File: src/icc_pkg.sv
// Constants shared by the interface and clock configuration register bank.
package icc_pkg;

  // Register addresses as carried in the serial instruction byte.
  localparam logic [5:0] OFS_TX_FORMAT = 6'h13;
  localparam logic [5:0] OFS_IO_CFG = 6'h14;
  localparam logic [5:0] OFS_CLK_PRI = 6'h15;
  localparam logic [5:0] OFS_CLK_SEC = 6'h16;

  // Reset values; the duplex select bit resets high.
  localparam logic [7:0] RST_TX_FORMAT = 8'h00;
  localparam logic [7:0] RST_IO_CFG = 8'h10;
  localparam logic [7:0] RST_CLK_PRI = 8'h00;
  localparam logic [7:0] RST_CLK_SEC = 8'h00;

  // Implemented bits of each register; the rest read as zero.
  localparam logic [7:0] MASK_TX_FORMAT = 8'h03;
  localparam logic [7:0] MASK_IO_CFG = 8'h3F;
  localparam logic [7:0] MASK_CLK_PRI = 8'hBF;
  localparam logic [7:0] MASK_CLK_SEC = 8'h24;

  // Field positions in the transmit format register.
  localparam int INTERP_LSB = 0;
  localparam int INTERP_W = 2;

  // Field positions in the interface configuration register.
  localparam int IO_LOOPBACK = 5;
  localparam int IO_DUPLEX = 4;
  localparam int IO_DIRECTION = 3;
  localparam int IO_WIDTH = 2;
  localparam int IO_DIR_OVERRIDE = 1;
  localparam int IO_CLONE = 0;

  // Field positions in the primary clock register.
  localparam int CLK_BYPASS = 7;
  localparam int CLK_RX_HALF = 5;
  localparam int CLK_ALT_TIMING = 4;
  localparam int CLK_DIV5 = 3;
  localparam int MULT_LSB = 0;
  localparam int MULT_W = 3;

  // Field positions in the secondary clock register.
  localparam int CLK_AUX_OUT = 5;
  localparam int CLK_LOOP_BW = 2;

  // Interpolation codes.
  localparam logic [1:0] INTERP_NONE = 2'h0;
  localparam logic [1:0] INTERP_2X = 2'h1;
  localparam logic [1:0] INTERP_4X = 2'h2;

  // Highest multiplier code that names a real factor (16x).
  localparam logic [2:0] MULT_CODE_MAX = 3'h4;
  localparam logic [2:0] MULT_CODE_1X = 3'h0;

  // Instruction byte layout.
  localparam int INSTR_READ = 7;
  localparam int INSTR_TWO_BYTE = 6;

  // Rising serial clock edge counts that close each phase.
  localparam logic [4:0] EDGES_INSTR = 5'h08;
  localparam logic [4:0] EDGES_BYTE1 = 5'h10;
  localparam logic [4:0] EDGES_BYTE2 = 5'h18;

  // Serial port sequencer states, one-hot.
  typedef enum logic [4:0] {
    SP_IDLE = 5'h01,
    SP_INSTR = 5'h02,
    SP_WRITE = 5'h04,
    SP_READ = 5'h08,
    SP_DONE = 5'h10
  } icc_sp_state_type;

endpackage

File: src/icc_sync.sv
// Two-stage synchroniser for inputs arriving from outside the clock domain.
`timescale 1ns/100ps
module icc_sync #(
  parameter int WIDTH = 1
) (
  // Clock and reset.
  input wire logic clock,
  input wire logic rst_b,
  // Asynchronous input and its synchronised copy.
  input wire logic [WIDTH-1:0] async_in,
  output logic [WIDTH-1:0] sync_out
);

  // First stage; only the second stage reads it, to contain metastability.
  logic [WIDTH-1:0] meta_q;
  logic [WIDTH-1:0] meta_d;
  // Second stage, safe for logic to read.
  logic [WIDTH-1:0] sync_q;
  logic [WIDTH-1:0] sync_d;

  // Next values simply walk the input down the chain.
  always_comb begin
    meta_d = async_in;
    sync_d = meta_q;
  end

  // Both stages clear under the synchronous reset.
  always_ff @(posedge clock) begin
    if (!rst_b) begin
      meta_q <= '0;
      sync_q <= '0;
    end else begin
      meta_q <= meta_d;
      sync_q <= sync_d;
    end
  end

  assign sync_out = sync_q;

endmodule

File: src/icc_config_top.sv
// Serial-programmed interface and clock configuration register bank.
`timescale 1ns/100ps
module icc_config_top (
  // Clock and reset.
  input wire logic clock,
  input wire logic rst_b,
  // Serial port pins.
  input wire logic sen_b,
  input wire logic sclk,
  input wire logic sdio_in,
  output logic sdo_out,
  output logic sdo_oe,
  // External transmit/receive select pin, high for transmit.
  input wire logic tx_rx_select,
  // Clock configuration bit held elsewhere in the device, same clock.
  input wire logic aux_clock_config_enable,
  // Transmit path controls.
  output logic tx_interp_bypass,
  output logic tx_interp_2x,
  output logic tx_interp_4x,
  output logic digital_loopback_enable,
  // Data interface mode.
  output logic full_duplex_mode,
  output logic half_duplex_narrow_mode,
  output logic half_duplex_wide_mode,
  output logic clone_mode_enable,
  output logic half_duplex_direction,
  // Clock distribution selects.
  output logic mult_bypass,
  output logic [2:0] mult_factor_sel,
  output logic multiplier_output_fifth_divide,
  output logic rx_clock_half,
  output logic rx_clock_from_multiplier,
  output logic multiplied_clock_to_aux_output,
  output logic mult_loop_alt_bandwidth
);

  // Synchronised pin levels: enable, serial clock, data in, direction pin.
  logic [3:0] pins_sync;
  logic sen_s;
  logic sclk_s;
  logic sdi_s;
  logic dir_pin_s;

  // Previous synchronised serial clock, for edge detection.
  logic sclk_prev_q;
  logic sclk_prev_d;
  logic sclk_rise;
  logic sclk_fall;

  // Serial sequencer state.
  icc_pkg::icc_sp_state_type sp_q;
  icc_pkg::icc_sp_state_type sp_d;
  // Rising edges counted in the current frame.
  logic [4:0] edge_cnt_q;
  logic [4:0] edge_cnt_d;
  // Incoming bits, most significant first.
  logic [7:0] shift_in_q;
  logic [7:0] shift_in_d;
  // Decoded instruction fields.
  logic two_byte_q;
  logic two_byte_d;
  logic [5:0] addr_q;
  logic [5:0] addr_d;
  // First data byte of a two-byte write, held until the frame completes.
  logic [7:0] hold_q;
  logic [7:0] hold_d;
  // Readback data for up to two bytes.
  logic [15:0] shift_out_q;
  logic [15:0] shift_out_d;
  // Serial output pin and its enable.
  logic sdo_q;
  logic sdo_d;
  logic sdo_oe_q;
  logic sdo_oe_d;

  // Write ports used at commit: two bytes may land in one cycle.
  logic wr0_en;
  logic [5:0] wr0_addr;
  logic [7:0] wr0_data;
  logic wr1_en;
  logic [5:0] wr1_addr;
  logic [7:0] wr1_data;
  // Next incoming byte after the current sample is shifted in.
  logic [7:0] byte_in;
  logic [4:0] edge_next;

  // Register storage, indexed by slot.
  logic [7:0] regs_q [0:3];
  logic [7:0] regs_d [0:3];

  // Registered outputs and their next values.
  logic [14:0] outs_q;
  logic [14:0] outs_d;
  logic [2:0] factor_q;
  logic [2:0] factor_d;

  // Maps an address to {hit, slot}; misses read zero and drop writes.
  function automatic logic [2:0] reg_slot(input logic [5:0] addr);
    logic [2:0] r;
    r = 3'h0;
    case (addr)
      icc_pkg::OFS_TX_FORMAT: begin
        r = 3'h4;
      end
      icc_pkg::OFS_IO_CFG: begin
        r = 3'h5;
      end
      icc_pkg::OFS_CLK_PRI: begin
        r = 3'h6;
      end
      icc_pkg::OFS_CLK_SEC: begin
        r = 3'h7;
      end
      default: begin
        r = 3'h0;
      end
    endcase
    return r;
  endfunction

  // Implemented-bit mask of a slot.
  function automatic logic [7:0] slot_mask(input logic [1:0] slot);
    logic [7:0] m;
    m = icc_pkg::MASK_TX_FORMAT;
    case (slot)
      2'h1: begin
        m = icc_pkg::MASK_IO_CFG;
      end
      2'h2: begin
        m = icc_pkg::MASK_CLK_PRI;
      end
      2'h3: begin
        m = icc_pkg::MASK_CLK_SEC;
      end
      default: begin
        m = icc_pkg::MASK_TX_FORMAT;
      end
    endcase
    return m;
  endfunction

  // Reads one register; unmapped addresses return zero.
  function automatic logic [7:0] reg_read(input logic [5:0] addr, input logic [7:0] r0,
                                          input logic [7:0] r1, input logic [7:0] r2,
                                          input logic [7:0] r3);
    logic [2:0] s;
    logic [7:0] v;
    s = reg_slot(addr);
    v = 8'h00;
    if (s[2]) begin
      case (s[1:0])
        2'h0: begin
          v = r0;
        end
        2'h1: begin
          v = r1;
        end
        2'h2: begin
          v = r2;
        end
        default: begin
          v = r3;
        end
      endcase
    end
    return v;
  endfunction

  // Pins come from outside the clock domain and pass two flip-flops first.
  icc_sync #(
    .WIDTH(4)
  ) u_pin_sync (
    .clock(clock),
    .rst_b(rst_b),
    .async_in({!sen_b, sclk, sdio_in, tx_rx_select}),
    .sync_out(pins_sync)
  );

  // Enable is active low on the pin; sen_s is high inside a frame.
  // Inverted ahead of the chain so the cleared chain reads as deselected,
  // which keeps reset from looking like the start of a frame.
  assign sen_s = pins_sync[3];
  assign sclk_s = pins_sync[2];
  assign sdi_s = pins_sync[1];
  assign dir_pin_s = pins_sync[0];
  assign sclk_rise = sclk_s && !sclk_prev_q;
  assign sclk_fall = !sclk_s && sclk_prev_q;
  assign byte_in = {shift_in_q[6:0], sdi_s};
  assign edge_next = edge_cnt_q + 5'h01;

  // Serial sequencer next state. Because the serial clock is sampled, its
  // rate must stay well below a quarter of the system clock.
  always_comb begin
    sclk_prev_d = sclk_s;
    sp_d = sp_q;
    edge_cnt_d = edge_cnt_q;
    shift_in_d = shift_in_q;
    two_byte_d = two_byte_q;
    addr_d = addr_q;
    hold_d = hold_q;
    shift_out_d = shift_out_q;
    sdo_d = sdo_q;
    sdo_oe_d = sdo_oe_q;
    wr0_en = 1'h0;
    wr0_addr = addr_q;
    wr0_data = byte_in;
    wr1_en = 1'h0;
    wr1_addr = addr_q - 6'h01;
    wr1_data = byte_in;
    if (!sen_s) begin
      // Frame ended or never started: anything not committed is dropped.
      sp_d = icc_pkg::SP_IDLE;
      edge_cnt_d = 5'h00;
      sdo_oe_d = 1'h0;
    end else begin
      case (sp_q)
        icc_pkg::SP_IDLE: begin
          // Enable just fell; start collecting the instruction byte.
          sp_d = icc_pkg::SP_INSTR;
          edge_cnt_d = 5'h00;
        end
        icc_pkg::SP_INSTR: begin
          if (sclk_rise) begin
            shift_in_d = byte_in;
            edge_cnt_d = edge_next;
            if (edge_next == icc_pkg::EDGES_INSTR) begin
              two_byte_d = byte_in[icc_pkg::INSTR_TWO_BYTE];
              addr_d = byte_in[5:0];
              if (byte_in[icc_pkg::INSTR_READ]) begin
                // Second byte comes from the decremented address.
                shift_out_d = {reg_read(byte_in[5:0], regs_q[0], regs_q[1], regs_q[2],
                                        regs_q[3]),
                               reg_read(byte_in[5:0] - 6'h01, regs_q[0], regs_q[1],
                                        regs_q[2], regs_q[3])};
                sp_d = icc_pkg::SP_READ;
              end else begin
                sp_d = icc_pkg::SP_WRITE;
              end
            end
          end
        end
        icc_pkg::SP_WRITE: begin
          if (sclk_rise) begin
            shift_in_d = byte_in;
            edge_cnt_d = edge_next;
            if (edge_next == icc_pkg::EDGES_BYTE1) begin
              if (two_byte_q) begin
                // Hold the first byte; it only lands if the frame completes.
                hold_d = byte_in;
              end else begin
                wr0_en = 1'h1;
                sp_d = icc_pkg::SP_DONE;
              end
            end else if (edge_next == icc_pkg::EDGES_BYTE2) begin
              wr0_en = 1'h1;
              wr0_data = hold_q;
              wr1_en = 1'h1;
              sp_d = icc_pkg::SP_DONE;
            end
          end
        end
        icc_pkg::SP_READ: begin
          // Data leaves on falling edges, so it is stable at the next rise.
          if (sclk_fall) begin
            sdo_d = shift_out_q[15];
            shift_out_d = {shift_out_q[14:0], 1'h0};
            sdo_oe_d = 1'h1;
          end
        end
        icc_pkg::SP_DONE: begin
          // Extra edges after a completed write are ignored.
          sp_d = icc_pkg::SP_DONE;
        end
        default: begin
          sp_d = icc_pkg::SP_IDLE;
        end
      endcase
    end
  end

  // Serial sequencer registers.
  always_ff @(posedge clock) begin
    if (!rst_b) begin
      sclk_prev_q <= 1'h0;
      sp_q <= icc_pkg::SP_IDLE;
      edge_cnt_q <= 5'h00;
      shift_in_q <= 8'h00;
      two_byte_q <= 1'h0;
      addr_q <= 6'h00;
      hold_q <= 8'h00;
      shift_out_q <= 16'h0000;
      sdo_q <= 1'h0;
      sdo_oe_q <= 1'h0;
    end else begin
      sclk_prev_q <= sclk_prev_d;
      sp_q <= sp_d;
      edge_cnt_q <= edge_cnt_d;
      shift_in_q <= shift_in_d;
      two_byte_q <= two_byte_d;
      addr_q <= addr_d;
      hold_q <= hold_d;
      shift_out_q <= shift_out_d;
      sdo_q <= sdo_d;
      sdo_oe_q <= sdo_oe_d;
    end
  end

  // Register file next values; implemented bits are kept as written, the rest cleared,
  // while unused multiplier codes are stored as written.
  always_comb begin
    logic [2:0] s0;
    logic [2:0] s1;
    s0 = reg_slot(wr0_addr);
    s1 = reg_slot(wr1_addr);
    for (int i = 0; i < 4; i++) begin
      regs_d[i] = regs_q[i];
    end
    if (wr0_en && s0[2]) begin
      regs_d[s0[1:0]] = wr0_data & slot_mask(s0[1:0]);
    end
    if (wr1_en && s1[2]) begin
      regs_d[s1[1:0]] = wr1_data & slot_mask(s1[1:0]);
    end
  end

  // Register file storage with documented reset values.
  always_ff @(posedge clock) begin
    if (!rst_b) begin
      regs_q[0] <= icc_pkg::RST_TX_FORMAT;
      regs_q[1] <= icc_pkg::RST_IO_CFG;
      regs_q[2] <= icc_pkg::RST_CLK_PRI;
      regs_q[3] <= icc_pkg::RST_CLK_SEC;
    end else begin
      for (int i = 0; i < 4; i++) begin
        regs_q[i] <= regs_d[i];
      end
    end
  end

  // Decodes control fields into the steering outputs.
  always_comb begin
    logic [1:0] interp;
    logic [7:0] io;
    logic [7:0] ck1;
    logic [7:0] ck2;
    logic fd;
    interp = regs_q[0][icc_pkg::INTERP_LSB +: icc_pkg::INTERP_W];
    io = regs_q[1];
    ck1 = regs_q[2];
    ck2 = regs_q[3];
    // Clone mode overrules the duplex select bit.
    fd = io[icc_pkg::IO_DUPLEX] && !io[icc_pkg::IO_CLONE];
    // Code 11 is undefined and is treated as bypass.
    outs_d[0] = (interp != icc_pkg::INTERP_2X) && (interp != icc_pkg::INTERP_4X);
    outs_d[1] = (interp == icc_pkg::INTERP_2X);
    outs_d[2] = (interp == icc_pkg::INTERP_4X);
    // Loop-back relies on the host having chosen full duplex.
    outs_d[3] = io[icc_pkg::IO_LOOPBACK];
    outs_d[4] = fd;
    outs_d[5] = !fd && io[icc_pkg::IO_WIDTH];
    outs_d[6] = !fd && !io[icc_pkg::IO_WIDTH];
    outs_d[7] = io[icc_pkg::IO_CLONE];
    // Register direction wins over the pin only when overridden.
    outs_d[8] = io[icc_pkg::IO_DIR_OVERRIDE] ? io[icc_pkg::IO_DIRECTION]
                                              : dir_pin_s;
    outs_d[9] = ck1[icc_pkg::CLK_BYPASS];
    outs_d[10] = ck1[icc_pkg::CLK_DIV5];
    outs_d[11] = ck1[icc_pkg::CLK_RX_HALF];
    outs_d[12] = ck1[icc_pkg::CLK_ALT_TIMING];
    outs_d[13] = ck2[icc_pkg::CLK_AUX_OUT] && (aux_clock_config_enable || fd);
    outs_d[14] = ck2[icc_pkg::CLK_LOOP_BW];
    // Unused codes leave the last valid factor in place.
    if (ck1[icc_pkg::MULT_LSB +: icc_pkg::MULT_W] <= icc_pkg::MULT_CODE_MAX) begin
      factor_d = ck1[icc_pkg::MULT_LSB +: icc_pkg::MULT_W];
    end else begin
      factor_d = factor_q;
    end
  end

  // Output registers; the multiplier itself is never stopped by bypass.
  // Reset shows bypass and full duplex, matching the reset register contents.
  always_ff @(posedge clock) begin
    if (!rst_b) begin
      outs_q <= 15'h0011;
      factor_q <= icc_pkg::MULT_CODE_1X;
    end else begin
      outs_q <= outs_d;
      factor_q <= factor_d;
    end
  end

  assign sdo_out = sdo_q;
  assign sdo_oe = sdo_oe_q;
  assign tx_interp_bypass = outs_q[0];
  assign tx_interp_2x = outs_q[1];
  assign tx_interp_4x = outs_q[2];
  assign digital_loopback_enable = outs_q[3];
  assign full_duplex_mode = outs_q[4];
  assign half_duplex_narrow_mode = outs_q[5];
  assign half_duplex_wide_mode = outs_q[6];
  assign clone_mode_enable = outs_q[7];
  assign half_duplex_direction = outs_q[8];
  assign mult_bypass = outs_q[9];
  assign multiplier_output_fifth_divide = outs_q[10];
  assign rx_clock_half = outs_q[11];
  assign rx_clock_from_multiplier = outs_q[12];
  assign multiplied_clock_to_aux_output = outs_q[13];
  assign mult_loop_alt_bandwidth = outs_q[14];
  assign mult_factor_sel = factor_q;

endmodule

File: config.mk
export PLATFORM = sky130hd
export DESIGN_NAME = icc_config_top
export DESIGN_NICKNAME = d
export VERILOG_FILES = /design/src/icc_pkg.sv /design/src/icc_sync.sv /design/src/icc_config_top.sv
export SDC_FILE = /design/constraint.sdc
export NUM_CORES = 1
export LEC_CHECK = 0
export BUFFER_PORTS_ARGS = -buffer_cell sky130_fd_sc_hd__buf_2
export CORE_ASPECT_RATIO = 0.8
export CORE_MARGIN = 5
export CORE_UTILIZATION = 50
export CTS_BUF_LIST = sky130_fd_sc_hd__clkbuf_4
export DETAILED_ROUTE_END_ITERATION = 6
export PLACE_DENSITY = 0.64
export SYNTH_ARGS = -nofsm -noshare
export SYNTH_HDL_FRONTEND = slang
export SYNTH_HIERARCHICAL = 1
export SYNTH_SLANG_ARGS = --single-unit
File: constraint.sdc
create_clock -name clock -period 3 [get_ports clock]
set_input_delay 0.15 -clock clock [delete_from_list [all_inputs] [get_ports clock]]
set_output_delay 0.15 -clock clock [all_outputs]
set_load 0.005 [all_outputs]
==> impl_results.md <==
- Status: finished, final reports clean
- CP required: 3.36 ns
- Die Area: 13,050 um2
- Max IR drop VDD: 258.3 uV
- Buffers on Ports: 26
- Worst path cell trace: ha_1 > nor4bb_2 > a41oi_2 > a211oi_1 > and4bb_1 > mux2i_1 > o22ai_1
- Crit end category: flop
- Placed instance count: 784
- TritonCTS clock tree: done
- IO Count: 27
- Syn nets: 661
- Drt via density: 6.036
- WP data arrival: 3.15 ns
- Area of the multi-input gates: 3067 um2
- Final Cycle Share: 93.26%
- Sequential fraction of the synthesis area: 39.84%
- Filler instances: 989
- Largest fanout on the critical path: 12
- First drt pass iteration count: 5
- Die W: 126.5 um
- Worst setup endpoint: regs_q[2][4]
- Num CTS Buffers: 9
- Yosys warning count: 6
- Root buf cell: clkbuf_4
- Hold Worst Slack: 0.4203 ns
- Leak: 2.336 nW
- DP HPWL: 11.23 mm
- Final ANT Viol Nets: 0
- Diode count: 0
- Core Rows: 34
- Final setup viols: 0
- Switching power share of the total: 22.37%
- Setup repair after global routing missed its margin: false
- Post-synth cell types: 69
- Final hold vios: 0
- Largest stage delay on the critical path: 0.55 ns
- First-pass GRT wire length: 24.03 mm
- Flop-to-flop setup slack: 0.20 ns
- Placer Congestion: 0.9130
- 1st-iter DRT viols: 486
- Power share of the sequential group: 62.6%
- Clock skew: 0.01499 ns
- Pwr dens: 387.6 nW/um2
- Area Overhead vs Synth: 9.707%
- Switch Pwr: 516.3 uW
- Seq cells post-synth: 108
- Final Critical Period: 2.798 ns
- Syn_area_per_cell: 8.505 um2
- Hold Path Class: input port to flop
- RR Startpoint: edge_cnt_q[0]
- Pin count of the biggest net entering global routing: 54
- Setup TNS: 0 ns
- Post-Route WL: 15.19 mm
- Clk network pwr share: 34.3%
- Initial Utilization: 50.42%
- Most common cell after layout, fill and taps aside: dfxtp_1
- RR Endpoint: regs_q[2][4]
- Nets: 681
- Core Util, Final: 55.31%
- Routed len/inst: 18.87 um
- Worst skew pair latency: 0.47 ns
- # DRC: 0
- Internal power: 1.791 mW
- Vias: 4,859
- Min-delay src: sdio_in
- Post-synth ARST share: 0%
- Antenna violations before repair: 0
- Worst setup path category: flop to flop
- Fmax: 357.4 MHz
- FF-to-FF path depth: 7
- Pre-CTS setup slack: 0.1411 ns
- Max-cap violation count: 0
- Commonest cells after routing, fill and taps aside: dfxtp_1 (108), nand2_1 (60), nor2_1 (60), a21oi_1 (40), mux2i_1 (32)
- Core region area: 10,760 um2
- Cells after Synth: 638
- Share of layout cells above drive strength 1: 12.10%
- Tot GR Track Use: 23.42%
- Die Ht: 103.2 um
- Crit. Startpoint: edge_cnt_q[0]
- Grt total ovfl: 0
- H-tree level count: 3
- EDFF count, synth: 0
- Gate power share: 3.1%
- Post-synthesis cell area: 5426 um2
- Rel. slew slack: 45.95%
- Startpoint Class: flop
- Worst-margin pin slew: 0.8108 ns
- Clock transition at path regs: 0.16 ns
- Longest Clk Path Bufs: 2
- Final worst slack: 0.2022 ns
- Clk sinks: 108
- Crit-path slowest cell: a211oi_1
- Sequential cell area: 2162 um2
- Main flop type after synthesis: dfxtp_1
- Non-Filler Instances: 805
- Pins Over Slew Limit: 0
- Vias in the first global route: 4,387
==> timing repair <==
item / CTS / global route
hold buffers: 5 / 1
setup buffers: 0 / 1
setup endpoints to repair: 0 / 28
endpoints found under the hold margin: 5 / 3
resized for setup: 0 / 2
==> final cells by class <==
class                   count  area share, %
clock buffers               9          1.135
clock inverters             5          1.324
inverters                  12         0.7566
multi-input cells         475          51.51
flip-flops and latches    108          36.32
well taps                 144          3.026
repair buffers             52          5.927
==> how the worst min path moves through the flow <==
stage	endpoint	slack (ns)	depth (start not counted)
after CTS	u_pin_sync/sync_out[1]	0.004	2
after global placement	u_pin_sync/meta_q[2]	0.36	2
after detailed placement	u_pin_sync/meta_q[1]	0.37	2
final	u_pin_sync/meta_q[1]	0.42	3
after global routing	u_pin_sync/meta_q[1]	0.41	3
after floorplan	u_pin_sync/meta_q[0]	0.27	1
==> per-layer routing <==
layer	vias to the layer above	part of all wire, %	global-route usage [%]
met5	-	0	0
met4	0	1.9	7.502
met3	21	6.8	4.620
met2	186	43	35.53
met1	2307	48	33.76
li1	2345	-	-
==> worst max-delay path, delay by kind of cell (launching register included) <==
kind	cells	cell delay (ns)
fa+ha+maj	1	0.30
simple gates	2	0.89
compound gates	3	0.87
mux	1	0.25
flops	1	0.37
==> stage by stage <==
stage	power [mW]	instance area (um2)
6_report	2.308	5953
5_1_grt	2.394	5953
4_1_cts	2.328	5923
3_5_place_dp	1.541	5727
3_3_place_gp	1.540	5727
2_1_floorplan	1.515	5426
==> cells by family after synthesis <==
logic type	Yosys count	share of synthesized area [%]
flip-flops	108	39.84
XOR/XNOR	8	1.430
buffers and inverters	55	3.873
AO/OA/AOI/OAI	165	20.94
AND/OR/NAND/NOR	250	23.50
multiplexers	36	6.733
adder cells (fa/ha/maj)	16	3.689
==> state kept, by name, summed over array words and instances (netlist names) <==
signal               cells
addr_q                   6
edge_cnt_q               5
hold_q                   7
mult_factor_sel          3
outs_q                  15
regs_q                  32
sclk_prev_q              1
sdo_oe                   1
sdo_out                  1
shift_in_q               7
shift_out_q             16
sp_q                     5
two_byte_q               1
u_pin_sync/meta_q        4
u_pin_sync/sync_out      4
==> power by group through the flow <==
| stage | clock, mW | combinational [mW] | sequential [mW] |
|---|---|---|---|
| CTS | 0.813 | 0.0706 | 1.44 |
| detailed placement | 0 | 0.0655 | 1.48 |
| finish | 0.791 | 0.0721 | 1.44 |
| floorplan | 0 | 0.0409 | 1.47 |
| global route | 0.869 | 0.0793 | 1.45 |
| global placement | 0 | 0.0645 | 1.48 |
==> cell usage after synthesis (2+ instances only) <==
cell type | count | share of area [%]
a2111oi_4 | 2 | 1.0
a211oi_1 | 6 | 0.83
a21o_1 | 2 | 0.28
a21oi_1 | 40 | 3.7
a221o_1 | 2 | 0.37
a22oi_1 | 2 | 0.28
a2bb2oi_1 | 3 | 0.48
a31o_1 | 2 | 0.32
a31o_2 | 5 | 0.81
a31oi_1 | 10 | 1.2
and2_1 | 27 | 3.1
and3_1 | 15 | 1.7
and4_1 | 2 | 0.32
buf_2 | 3 | 0.28
clkbuf_1 | 39 | 2.7
dfxtp_1 | 108 | 40
ha_1 | 16 | 3.7
inv_1 | 12 | 0.83
mux2_2 | 3 | 0.62
mux2i_1 | 32 | 5.9
nand2_1 | 60 | 4.2
nand2b_1 | 7 | 0.81
nand3_1 | 27 | 2.5
nand4_1 | 8 | 0.92
nor2_1 | 60 | 4.2
nor2b_1 | 11 | 1.3
nor3_1 | 9 | 0.83
nor3b_1 | 6 | 0.83
o2111ai_1 | 6 | 0.97
o211a_1 | 2 | 0.37
o211ai_1 | 4 | 0.55
o21ai_0 | 29 | 2.7
o21ai_1 | 5 | 0.46
o221ai_1 | 5 | 0.81
o22ai_1 | 16 | 1.8
o31ai_1 | 6 | 0.83
o32a_1 | 4 | 0.74
o32ai_1 | 3 | 0.48
or3_1 | 4 | 0.46
xnor2_1 | 2 | 0.32
xor2_1 | 5 | 0.81
Note: power is estimated with default switching activity, not from simulation.
